--- config.mk ---
export PLATFORM = sky130hd
export DESIGN_NAME = csb_top
export DESIGN_NICKNAME = d
export VERILOG_FILES = /design/src/hw/csb_pkg.sv /design/src/hw/csb_top.sv
export VERILOG_INCLUDE_DIRS = /design/src /design/src/hw
export SDC_FILE = /design/constraint.sdc
export NUM_CORES = 1
export LEC_CHECK = 0
export BUFFER_PORTS_ARGS = -buffer_cell sky130_fd_sc_hd__buf_2
export CAP_MARGIN = 20
export CORE_MARGIN = 2
export CORE_UTILIZATION = 50
export CTS_BUF_LIST = sky130_fd_sc_hd__clkbuf_8
export DETAILED_ROUTE_END_ITERATION = 10
export PLACE_DENSITY = 0.75
export SYNTH_ARGS = -nofsm -noshare
export SYNTH_HDL_FRONTEND = slang
export SYNTH_SLANG_ARGS = --single-unit
--- constraint.sdc ---
create_clock -name mclk -period 6.6 [get_ports mclk]
set_input_delay 0 -clock mclk [delete_from_list [all_inputs] [get_ports mclk]]
set_output_delay 0 -clock mclk [all_outputs]
set_load 0.005 [all_outputs]
--- src/hw/csb_regs.svh ---
`ifndef CSB_REGS_SVH
`define CSB_REGS_SVH

// Register byte addresses on the control port
`define CSB_ADDR_RX_DATA_CONTROL 8'h04
`define CSB_ADDR_RX_STATUS       8'h16
`define CSB_ADDR_CS_A_FIRST      8'h23
`define CSB_ADDR_CS_B_FIRST      8'h28
`define CSB_ADDR_CS_LAST         8'h2c

// Receiver data control fields
`define CSB_CTL_INHIBIT_BIT      0
`define CSB_CTL_SRC_SEL_BIT      1
`define CSB_CTL_IRQ_EN_BIT       2
`define CSB_CTL_RESET            8'h00

// Receiver status fields
`define CSB_STS_GUARD_BIT        7
`define CSB_STS_RATE_HI          6
`define CSB_STS_RATE_LO          5
`define CSB_STS_LOCK_BIT         4
`define CSB_STS_GUARD_RESET      1'b0

// Error vector {crc, validity, confidence, biphase, parity}
`define CSB_ERR_GUARD_MASK       5'h17

// Block geometry
`define CSB_FRAMES_PER_BLOCK     192
`define CSB_BYTES_PER_CHAN       5
`define CSB_BITS_PER_CHAN        40

`endif

--- src/hw/csb_pkg.sv ---
package csb_pkg;

	// Frame clock that paces the serial stream
	typedef enum logic
	{
		CSB_SRC_OUTPUT   = 1'b0,
		CSB_SRC_RECEIVER = 1'b1
	} csb_src_type;

	typedef logic [39:0] csb_chan_type;

endpackage

--- src/hw/csb_top.sv ---
`timescale 1ns/1ps
`include "csb_regs.svh"
module csb_top
#(
	parameter int FRAMES = `CSB_FRAMES_PER_BLOCK
)
(
	input  wire logic                 mclk,
	input  wire logic                 rstn,
	input  wire logic [7:0]           reg_addr,
	input  wire logic                 reg_wr,
	input  wire logic                 reg_rd,
	input  wire logic [7:0]           reg_wdata,
	output logic      [7:0]           reg_rdata,
	input  wire logic                 cbit_valid,
	input  wire logic                 block_start,
	input  wire logic                 cbit_a,
	input  wire logic                 cbit_b,
	input  wire logic                 err_biphase,
	input  wire logic                 err_conf,
	input  wire logic                 err_parity,
	input  wire logic                 err_crc,
	input  wire logic                 err_validity,
	input  wire logic                 pll_lock,
	input  wire logic [1:0]           decoded_receiver_rate,
	input  wire logic                 output_frame_clock,
	input  wire logic                 receiver_frame_clock,
	input  wire logic                 hw_mode,
	output logic                      cs_serial_pin,
	output logic                      general_output_pin,
	output logic                      xfer_irq
);
	import csb_pkg::*;
	localparam logic [7:0] LAST_IDX = 8'(FRAMES - 2);

	////////////////////////////////////////////////////////////////////////
	// State
	logic [7:0]   ctl, next_ctl, idx, next_idx, next_rdata;
	logic [4:0]   blk_err, next_blk_err, err_acc, next_err_acc;
	logic [1:0]   rate, next_rate, mode_s;
	logic [2:0]   ofc_s, rfc_s;
	csb_chan_type cap_a, cap_b, buf_a, buf_b;
	csb_chan_type next_cap_a, next_cap_b, next_buf_a, next_buf_b;
	logic         guard, next_guard, in_block, next_in_block;
	logic         nolock, next_nolock, ser, next_ser, next_irq;
	logic         hold_a, hold_b, next_hold_a, next_hold_b;
	logic         next_cs_pin, next_gpo_pin;

	logic [4:0]   cur_err, fin_err;
	logic         fin_lost, end_block, xfer_go;
	logic [7:0]   frame;
	logic         fc_now, fc_old;
	logic [7:0]   rd_idx;

	////////////////////////////////////////////////////////////////////////
	// Block tracking and capture
	assign cur_err = {err_crc, err_validity, err_conf, err_biphase,
		err_parity};
	assign frame = block_start ? 8'h00 : 8'(idx + 8'h01);
	assign end_block = cbit_valid && !block_start && in_block &&
		idx == LAST_IDX;
	assign fin_err = err_acc | cur_err;
	assign fin_lost = nolock | !pll_lock;
	// Guard decides whether errors other than validity matter; lock loss always blocks
	assign xfer_go = end_block && !ctl[`CSB_CTL_INHIBIT_BIT] &&
		!fin_lost &&
		!(guard && |(fin_err & `CSB_ERR_GUARD_MASK));

	always_comb
	begin
		next_idx = idx;
		next_in_block = in_block;
		next_err_acc = err_acc;
		next_nolock = nolock;
		next_cap_a = cap_a;
		next_cap_b = cap_b;
		next_hold_a = hold_a;
		next_hold_b = hold_b;
		next_buf_a = buf_a;
		next_buf_b = buf_b;
		next_rate = rate;
		next_blk_err = blk_err;
		if (cbit_valid)
		begin
			next_idx = frame;
			next_hold_a = cbit_a;
			next_hold_b = cbit_b;
			if (block_start)
			begin
				next_in_block = 1'b1;
				next_err_acc = cur_err;
				next_nolock = !pll_lock;
			end
			else
			begin
				next_err_acc = fin_err;
				next_nolock = fin_lost;
			end
			// MSB of byte 0 gets frame 0, so bit 39-frame
			if (frame < 8'(`CSB_BITS_PER_CHAN))
			begin
				next_cap_a[6'(39 - frame)] = cbit_a;
				next_cap_b[6'(39 - frame)] = cbit_b;
			end
		end
		if (end_block)
		begin
			next_in_block = 1'b0;
			next_blk_err = fin_err;
		end
		// Both channels copied in one edge so reads never mix blocks
		if (xfer_go)
		begin
			next_buf_a = cap_a;
			next_buf_b = cap_b;
			next_rate = decoded_receiver_rate;
		end
	end

	////////////////////////////////////////////////////////////////////////
	// Control port
	assign rd_idx = 8'(reg_addr - `CSB_ADDR_CS_A_FIRST);

	always_comb
	begin
		next_ctl = ctl;
		next_guard = guard;
		next_rdata = reg_rdata;
		if (reg_wr && reg_addr == `CSB_ADDR_RX_DATA_CONTROL)
			next_ctl = reg_wdata;
		if (reg_wr && reg_addr == `CSB_ADDR_RX_STATUS)
			next_guard = reg_wdata[`CSB_STS_GUARD_BIT];
		if (reg_rd)
		begin
			// Unmapped addresses read as zero
			next_rdata = 8'h00;
			if (reg_addr == `CSB_ADDR_RX_DATA_CONTROL)
				next_rdata = ctl;
			else if (reg_addr == `CSB_ADDR_RX_STATUS)
				next_rdata = {guard, rate, !nolock, blk_err[3:0]};
			else if (reg_addr >= `CSB_ADDR_CS_A_FIRST &&
				reg_addr <= `CSB_ADDR_CS_LAST)
			begin
				if (rd_idx < 8'(`CSB_BYTES_PER_CHAN))
					next_rdata = buf_a[8*(4 - rd_idx) +: 8];
				else
					next_rdata = buf_b[8*(9 - rd_idx) +: 8];
			end
		end
		next_irq = xfer_go && ctl[`CSB_CTL_IRQ_EN_BIT];
	end

	////////////////////////////////////////////////////////////////////////
	// Serial stream out, A on rising and B on falling edge
	assign fc_now = ctl[`CSB_CTL_SRC_SEL_BIT] == CSB_SRC_RECEIVER ?
		rfc_s[1] : ofc_s[1];
	assign fc_old = ctl[`CSB_CTL_SRC_SEL_BIT] == CSB_SRC_RECEIVER ?
		rfc_s[2] : ofc_s[2];

	always_comb
	begin
		next_ser = ser;
		if (fc_now && !fc_old)
			next_ser = hold_a;
		else if (!fc_now && fc_old)
			next_ser = hold_b;
		next_cs_pin = mode_s[1] ? next_ser : 1'b0;
		next_gpo_pin = mode_s[1] ? 1'b0 : next_ser;
	end

	////////////////////////////////////////////////////////////////////////
	// Registers; the frame clock and hw_mode pins pass two flops before use
	always_ff @(posedge mclk or negedge rstn)
	begin
		if (!rstn)
		begin
			ctl <= `CSB_CTL_RESET;
			guard <= `CSB_STS_GUARD_RESET;
			{rate, blk_err, err_acc} <= 12'h000;
			{cap_a, cap_b} <= 80'h0;
			{buf_a, buf_b} <= 80'h0;
			idx <= 8'h00;
			in_block <= 1'b0;
			nolock <= 1'b1;
			{hold_a, hold_b, ser} <= 3'h0;
			{ofc_s, rfc_s, mode_s} <= 8'h00;
			reg_rdata <= 8'h00;
			{xfer_irq, cs_serial_pin, general_output_pin} <= 3'h0;
		end
		else
		begin
			ctl <= next_ctl;
			guard <= next_guard;
			rate <= next_rate;
			blk_err <= next_blk_err;
			cap_a <= next_cap_a;
			cap_b <= next_cap_b;
			buf_a <= next_buf_a;
			buf_b <= next_buf_b;
			idx <= next_idx;
			in_block <= next_in_block;
			err_acc <= next_err_acc;
			nolock <= next_nolock;
			hold_a <= next_hold_a;
			hold_b <= next_hold_b;
			ofc_s <= {ofc_s[1:0], output_frame_clock};
			rfc_s <= {rfc_s[1:0], receiver_frame_clock};
			mode_s <= {mode_s[0], hw_mode};
			ser <= next_ser;
			reg_rdata <= next_rdata;
			xfer_irq <= next_irq;
			cs_serial_pin <= next_cs_pin;
			general_output_pin <= next_gpo_pin;
		end
	end

	////////////////////////////////////////////////////////////////////////
	// Checks; gap counter tracks frames since the last transfer
	logic [8:0] gap;
	logic       seen;
	always_ff @(posedge mclk or negedge rstn)
	begin
		if (!rstn)
		begin
			gap <= 9'h000;
			seen <= 1'b0;
		end
		else
		begin
			if (xfer_go)
				gap <= 9'h000;
			else if (cbit_valid && gap != 9'h1ff)
				gap <= 9'(gap + 9'h001);
			if (xfer_go)
				seen <= 1'b1;
		end
	end
endmodule

==> impl_metrics.ini, run 1 <==
[status]
status = finished clean

[placement]
detailed_place_hpwl_um = 14000
pre_cts_ws_ns = 2.53
place_area_sq_mm = 0.0101
place_congestion = 0.889
io_buffers = 45

[floorplanning]
start_util_pct = 51.3
num_rows = 50
io_pins = 46
coreArea_sq_mm = 0.0188
die_w_um = 143
die_area_sq_mm = 0.0204
die_h_um = 143

[synth]
yosys.area.top_type_share_pct = 54.7
syn_area_sq_mm = 0.00966
yosys.area.top_type = dfrtp_1
postSynthAreaPerCell_sq_um = 13.3
yosys_register_bits = 212
synth_edf_count = 0
ys_warn_count = 0
synth.distinct_cells = 61
synthTopCellsByArea = dfrtp_1 55%, mux2_2 20%, mux4_2 3.7%, nor3_1 1.2%, clkbuf_1 1.2%
async_flop_share_pct = 100
ys_seq_area_share_pct = 54.9
synth_flop_cell = dfrtp_1
syn_nets = 768
syn_inst = 724

[finish]
final_area_sq_mm = 0.0112
final_common_cell = dfrtp_1
fin_nets = 841
fill_cells = 1440
layout-drive-gt1-share_pct = 38.6
regArea_sq_mm = 0.00531
multiInputGateArea_sq_mm = 0.00410
layout_common_cells = 211 x dfrtp_1, 168 x mux2_2, 49 x clkbuf_8, 44 x buf_2, 30 x nor2_1
antenna_cells_inserted = 0
area_growth_pct = 15.8

[global_routing]
grt_pass1_wl_um = 34800
grt_start_max_net_pins = 122
gr-total-overflow = 0
grt_pass1_vias = 6566
grt_antenna_before_repair = 0
grtUsageTotal_pct = 21.8

[drt]
vias_per_cell = 5.90
drcViolationCount = 0
postRouteAntennaNets = 0
drt-total-wl_um = 21500
wire_per_inst_um = 19.9
vias = 6393
drtIter0Drc = 379
firstDrtPassIters = 5

[clocking]
htree_levels = 2
clkTransAtPathRegs_ns = 0.07
cts_setup_buffers = 0
numClockSinks = 212
clk_latency_ns = 0.53
numCtsBuffers = 36
clockBufferDepth = 3
cts_resized = 0
cts_tree = built
root_buffer = clkbuf_8

[critical_path]
start_kind = flop
end_kind = flop
cp.arrival_ns = 4.68
ff2ff_path_depth = 11
path_class = reg2reg
crit_fanout = 13
required_ns = 6.99

[worst_hold_path]
min_path_cells = 3
hold_class = in2reg

[timing]
maxSlewViolCount = 0
finalWorstSetupSlack_ns = 2.31
fin_crit_sh_pct = 65.0
max_slew_margin_pct = 34.8
setup_violations = 0
grt_setup_unrepaired = false
clock-skew-final_ns = 0.0281
worst_pin_slew_ns = 0.978
fmax_mhz = 233
finalHoldViolCount = 0
tns_ns = 0
fin_crit_ns = 4.29

[power]
cellPowerDensity_mw_per_mm2 = 263
leakagePower_nw = 5.36
ir_drop_v = 0.000145

[run]
timing.max_cap.violations = 0
==> critical path: stages, from the launching register on <==
cell and delay [ns]:
dfrtp_1 0.52, nand3_1 0.26, xnor2_1 0.19, and2_1 0.23
clkinv_1 0.26, ha_1 0.30, inv_1 0.08, a21oi_1 0.08
a221oi_2 0.76, nand2_1 0.50, nor4_1 0.58, mux2_2 0.39
==> final timing paths <==
kind                                  end  slack, ns   startpoint
worst max-delay path            cap_a[15]       2.31       idx[0]
worst min-delay path               idx[6]        0.1  block_start
worst max register to register  cap_a[15]       2.31       idx[0]
worst min register to register   ofc_s[1]       0.35     ofc_s[0]
max in group asynchronous       buf_b[35]       5.23         rstn
min in group asynchronous        buf_b[6]       0.14         rstn
==> through the flow <==
step	std cells	hold WS, ns	power [mW]	utilization [%]
floorplan	724	-0.296	1.59	-
global placement	988	0.109	1.66	53.4
detailed placement	988	0.110	1.68	53.4
CTS	1081	0.0622	2.96	59.1
global route	1083	0.115	3.06	59.4
finish	1083	0.0991	2.94	59.4
==> synth_stat cells, types with 8 or more instances <==
cell and count:
mux2_2 168, a21oi_1 17, nand2_1 26, clkbuf_1 30, mux4_2 16, nor2b_1 12
o221ai_1 8, a31oi_1 9, a22oi_1 8, o221a_2 8, o21a_1 8, inv_1 15
nor3_1 24, dfrtp_1 211, ha_1 9, o21ai_0 8, nor2_1 30, nand3_1 16
==> power by group <==
group | leakage [nW] | internal [mW] | switching (mW) | total (mW)
sequential | 2.86 | 1.38 | 0.0470 | 1.42
combinational | 2.06 | 0.116 | 0.142 | 0.258
clock | 0.436 | 0.730 | 0.528 | 1.26
total | 5.36 | 2.22 | 0.717 | 2.94
==> sequential cells by signal, summed over array words and instances, names as in the netlist, 2 cells and up <==
register and count:
buf_a 40, ctl 8, mode_s 2, cap_a 40, reg_rdata 8, blk_err 4, idx 8, buf_b 40
err_acc 5, rfc_s 3, rate 2, ofc_s 3, cap_b 40
==> cell type report <==
cell class,count,area share [%]
clock buffers,48,5.91
clock inverters,16,1.13
inverters,17,0.571
multi-input cells,451,36.7
flip-flops and latches,212,47.4
well taps,260,2.91
repair buffers,79,5.38
==> per-layer routing <==
layer,share of wire [%],track usage [%],vias to the layer above
met5,0,0,-
met4,3.1,8.29,0
met3,5.1,3.66,64
met2,49,35.9,203
met1,43,29.1,3301
li1,-,-,2825
==> kinds of logic (layout without fill, tap and decap cells) <==
logic type      Yosys count  count (layout)  synth area share [%]
mux                     199             199                  25.2
compound gates           85              85                  6.69
xor+xnor                  5               5                 0.453
buf+inv                  61             160                  2.72
simple gates            153             153                  8.84
flops                   212             212                  54.9
fa+ha+maj                 9               9                  1.17
==> repair_timing <==
| item | in CTS | in global routing |
|---|---|---|
| hold buffers | 29 | 0 |
| hold endpoints to repair | 158 | 0 |
| endpoints found under the setup margin | 0 | 0 |
No activity file was read; power rests on OpenSTA's default activity.
==> inputs of run 2 (changes only) <==
==> constraint.sdc (replaced) <==
create_clock -name mclk -period 4 [get_ports mclk]
set_input_delay 0 -clock mclk [delete_from_list [all_inputs] [get_ports mclk]]
set_output_delay 0 -clock mclk [all_outputs]
set_load 0.005 [all_outputs]
==> run 2 against run 1 <==
Against the previous run:
- clock skew is 0.0077 ns lower
- non-clock buffer count shrank 4
- cell area down 2.1%
- sequential power increased by 65%
- via count is 2.6% lower
- combinational power up 62%
- clock power increased by 37%
- critical endpoint is now cap_b[29]
- largest cell class unchanged
- highest routed layer is now met5
==> impl_metrics.ini, run 2 (same netlist as run 1, synthesis figures left out) <==
[critical_path]
ff2ff_path_depth = 11
crit_fanout = 13
start_kind = flop
required_ns = 4.39
end_kind = flop
cp.arrival_ns = 3.93
path_class = reg2reg

[timing]
grt_setup_unrepaired = false
clock-skew-final_ns = 0.0204
tns_ns = 0
max_slew_margin_pct = 27.7
setup_violations = 0
finalWorstSetupSlack_ns = 0.463
fin_crit_sh_pct = 88.4
fin_crit_ns = 3.54
worst_pin_slew_ns = 1.08
maxSlewViolCount = 0
fmax_mhz = 283
finalHoldViolCount = 0

[drt]
postRouteAntennaNets = 0
wire_per_inst_um = 19.6
drtIter0Drc = 405
firstDrtPassIters = 5
vias_per_cell = 5.79
drcViolationCount = 0
drt-total-wl_um = 21100
vias = 6227

[placement]
pre_cts_ws_ns = 0.539
place_congestion = 0.963
detailed_place_hpwl_um = 13900
post-place-cells = 992
io_buffers = 45

[finish]
fin_nets = 836
final_common_cell = dfrtp_1
layout_common_cells = 211 x dfrtp_1, 168 x mux2_2, 44 x buf_2, 40 x clkbuf_8, 32 x inv_1
area_growth_pct = 13.4
antenna_cells_inserted = 0
fill_cells = 1481
fin_cells = 1076
layout-drive-gt1-share_pct = 37.7
post-route-util_pct = 58.2

[floorplanning]
die_w_um = 143
io_pins = 46
start_util_pct = 51.3
die_area_sq_mm = 0.0204
die_h_um = 143
num_rows = 50
coreArea_sq_mm = 0.0188

[clocking]
cts_tree = built
clkTransAtPathRegs_ns = 0.06
numCtsBuffers = 35
clk_latency_ns = 0.52
numClockSinks = 212
clockBufferDepth = 3
root_buffer = clkbuf_8
htree_levels = 2
hold_buffers = 23
cts_resized = 0
cts_setup_buffers = 0

[global_routing]
grtUsageTotal_pct = 21.6
grt_start_max_net_pins = 115
gr-total-overflow = 0
grt_pass1_vias = 6680
grt_antenna_before_repair = 2
grt_pass1_wl_um = 34700

[power]
ir_drop_v = 0.000250
cellPowerDensity_mw_per_mm2 = 409
leakagePower_nw = 5.29

[worst_hold_path]
min_path_cells = 3
hold_class = in2reg

[run]
timing.max_cap.violations = 0

[status]
status = finished clean
==> run 2: cell count changes in the layout (fill, tap and decap cells not counted), sizes merged <==
cell	change
bufinv	-2
clkinv	+1
dlygate4sd3	-6
clkinvlp	-1
clkbuf	-9
buf	+2
inv	+8
==> run 2: layout make-up <==
cell class                 count  area [sq um]  area share, %
clock buffer                  39           537           4.90
clock inverter                22          88.8          0.811
inverter                      17          63.8          0.583
multi-input combinational    451          4100           37.4
sequential                   212          5310           48.5
tap                          260           325           2.97
timing repair buffer          75           529           4.83
==> run 2: per-stage QoR <==
step	total power [mW]	cell area, sq um	hold WS (ns)
floorplan	2.62	9660	-0.296
global placement	2.75	10100	0.108
detailed placement	2.78	10100	0.110
CTS	4.52	11000	0.0696
global route	4.68	11000	0.119
finish	4.48	11000	0.113
==> run 2: report_power, final <==
| group | total, mW | switching [mW] | internal, mW | leakage [nW] |
|---|---|---|---|---|
| sequential | 2.34 | 0.0716 | 2.27 | 2.86 |
| combinational | 0.418 | 0.235 | 0.183 | 2.03 |
| clock | 1.72 | 0.825 | 0.891 | 0.391 |
==> run 2: path summary, 6_finish.rpt <==
path / from / end / slack, ns
max in group asynchronous: rstn / cap_a[37] / 2.84
worst max-delay path: idx[0] / cap_b[29] / 0.46
min in group asynchronous: rstn / buf_a[38] / 0.16
worst min-delay path: block_start / idx[6] / 0.11
worst max register to register: idx[0] / cap_b[29] / 0.46
worst min register to register: ofc_s[0] / ofc_s[1] / 0.34
==> run 2: layer usage <==
| layer | part of all wire (%) | global-route usage, % |
|---|---|---|
| met1 | 44 | 29.1 |
| met4 | 2.3 | 8.13 |
| met2 | 49 | 35.2 |
| met3 | 5.1 | 4.12 |
| met5 | 0.062 | 0 |
==> run 2: critical path, stage by stage, from the launching register on <==
cell      delay, ns
dfrtp_1        0.53
nand3_1        0.24
xnor2_1        0.18
and2_1         0.20
clkinv_1       0.24
ha_1           0.29
inv_1          0.08
a21oi_1        0.06
a221oi_2       0.34
nand2_1        0.35
or4_1          0.56
mux2_1         0.34
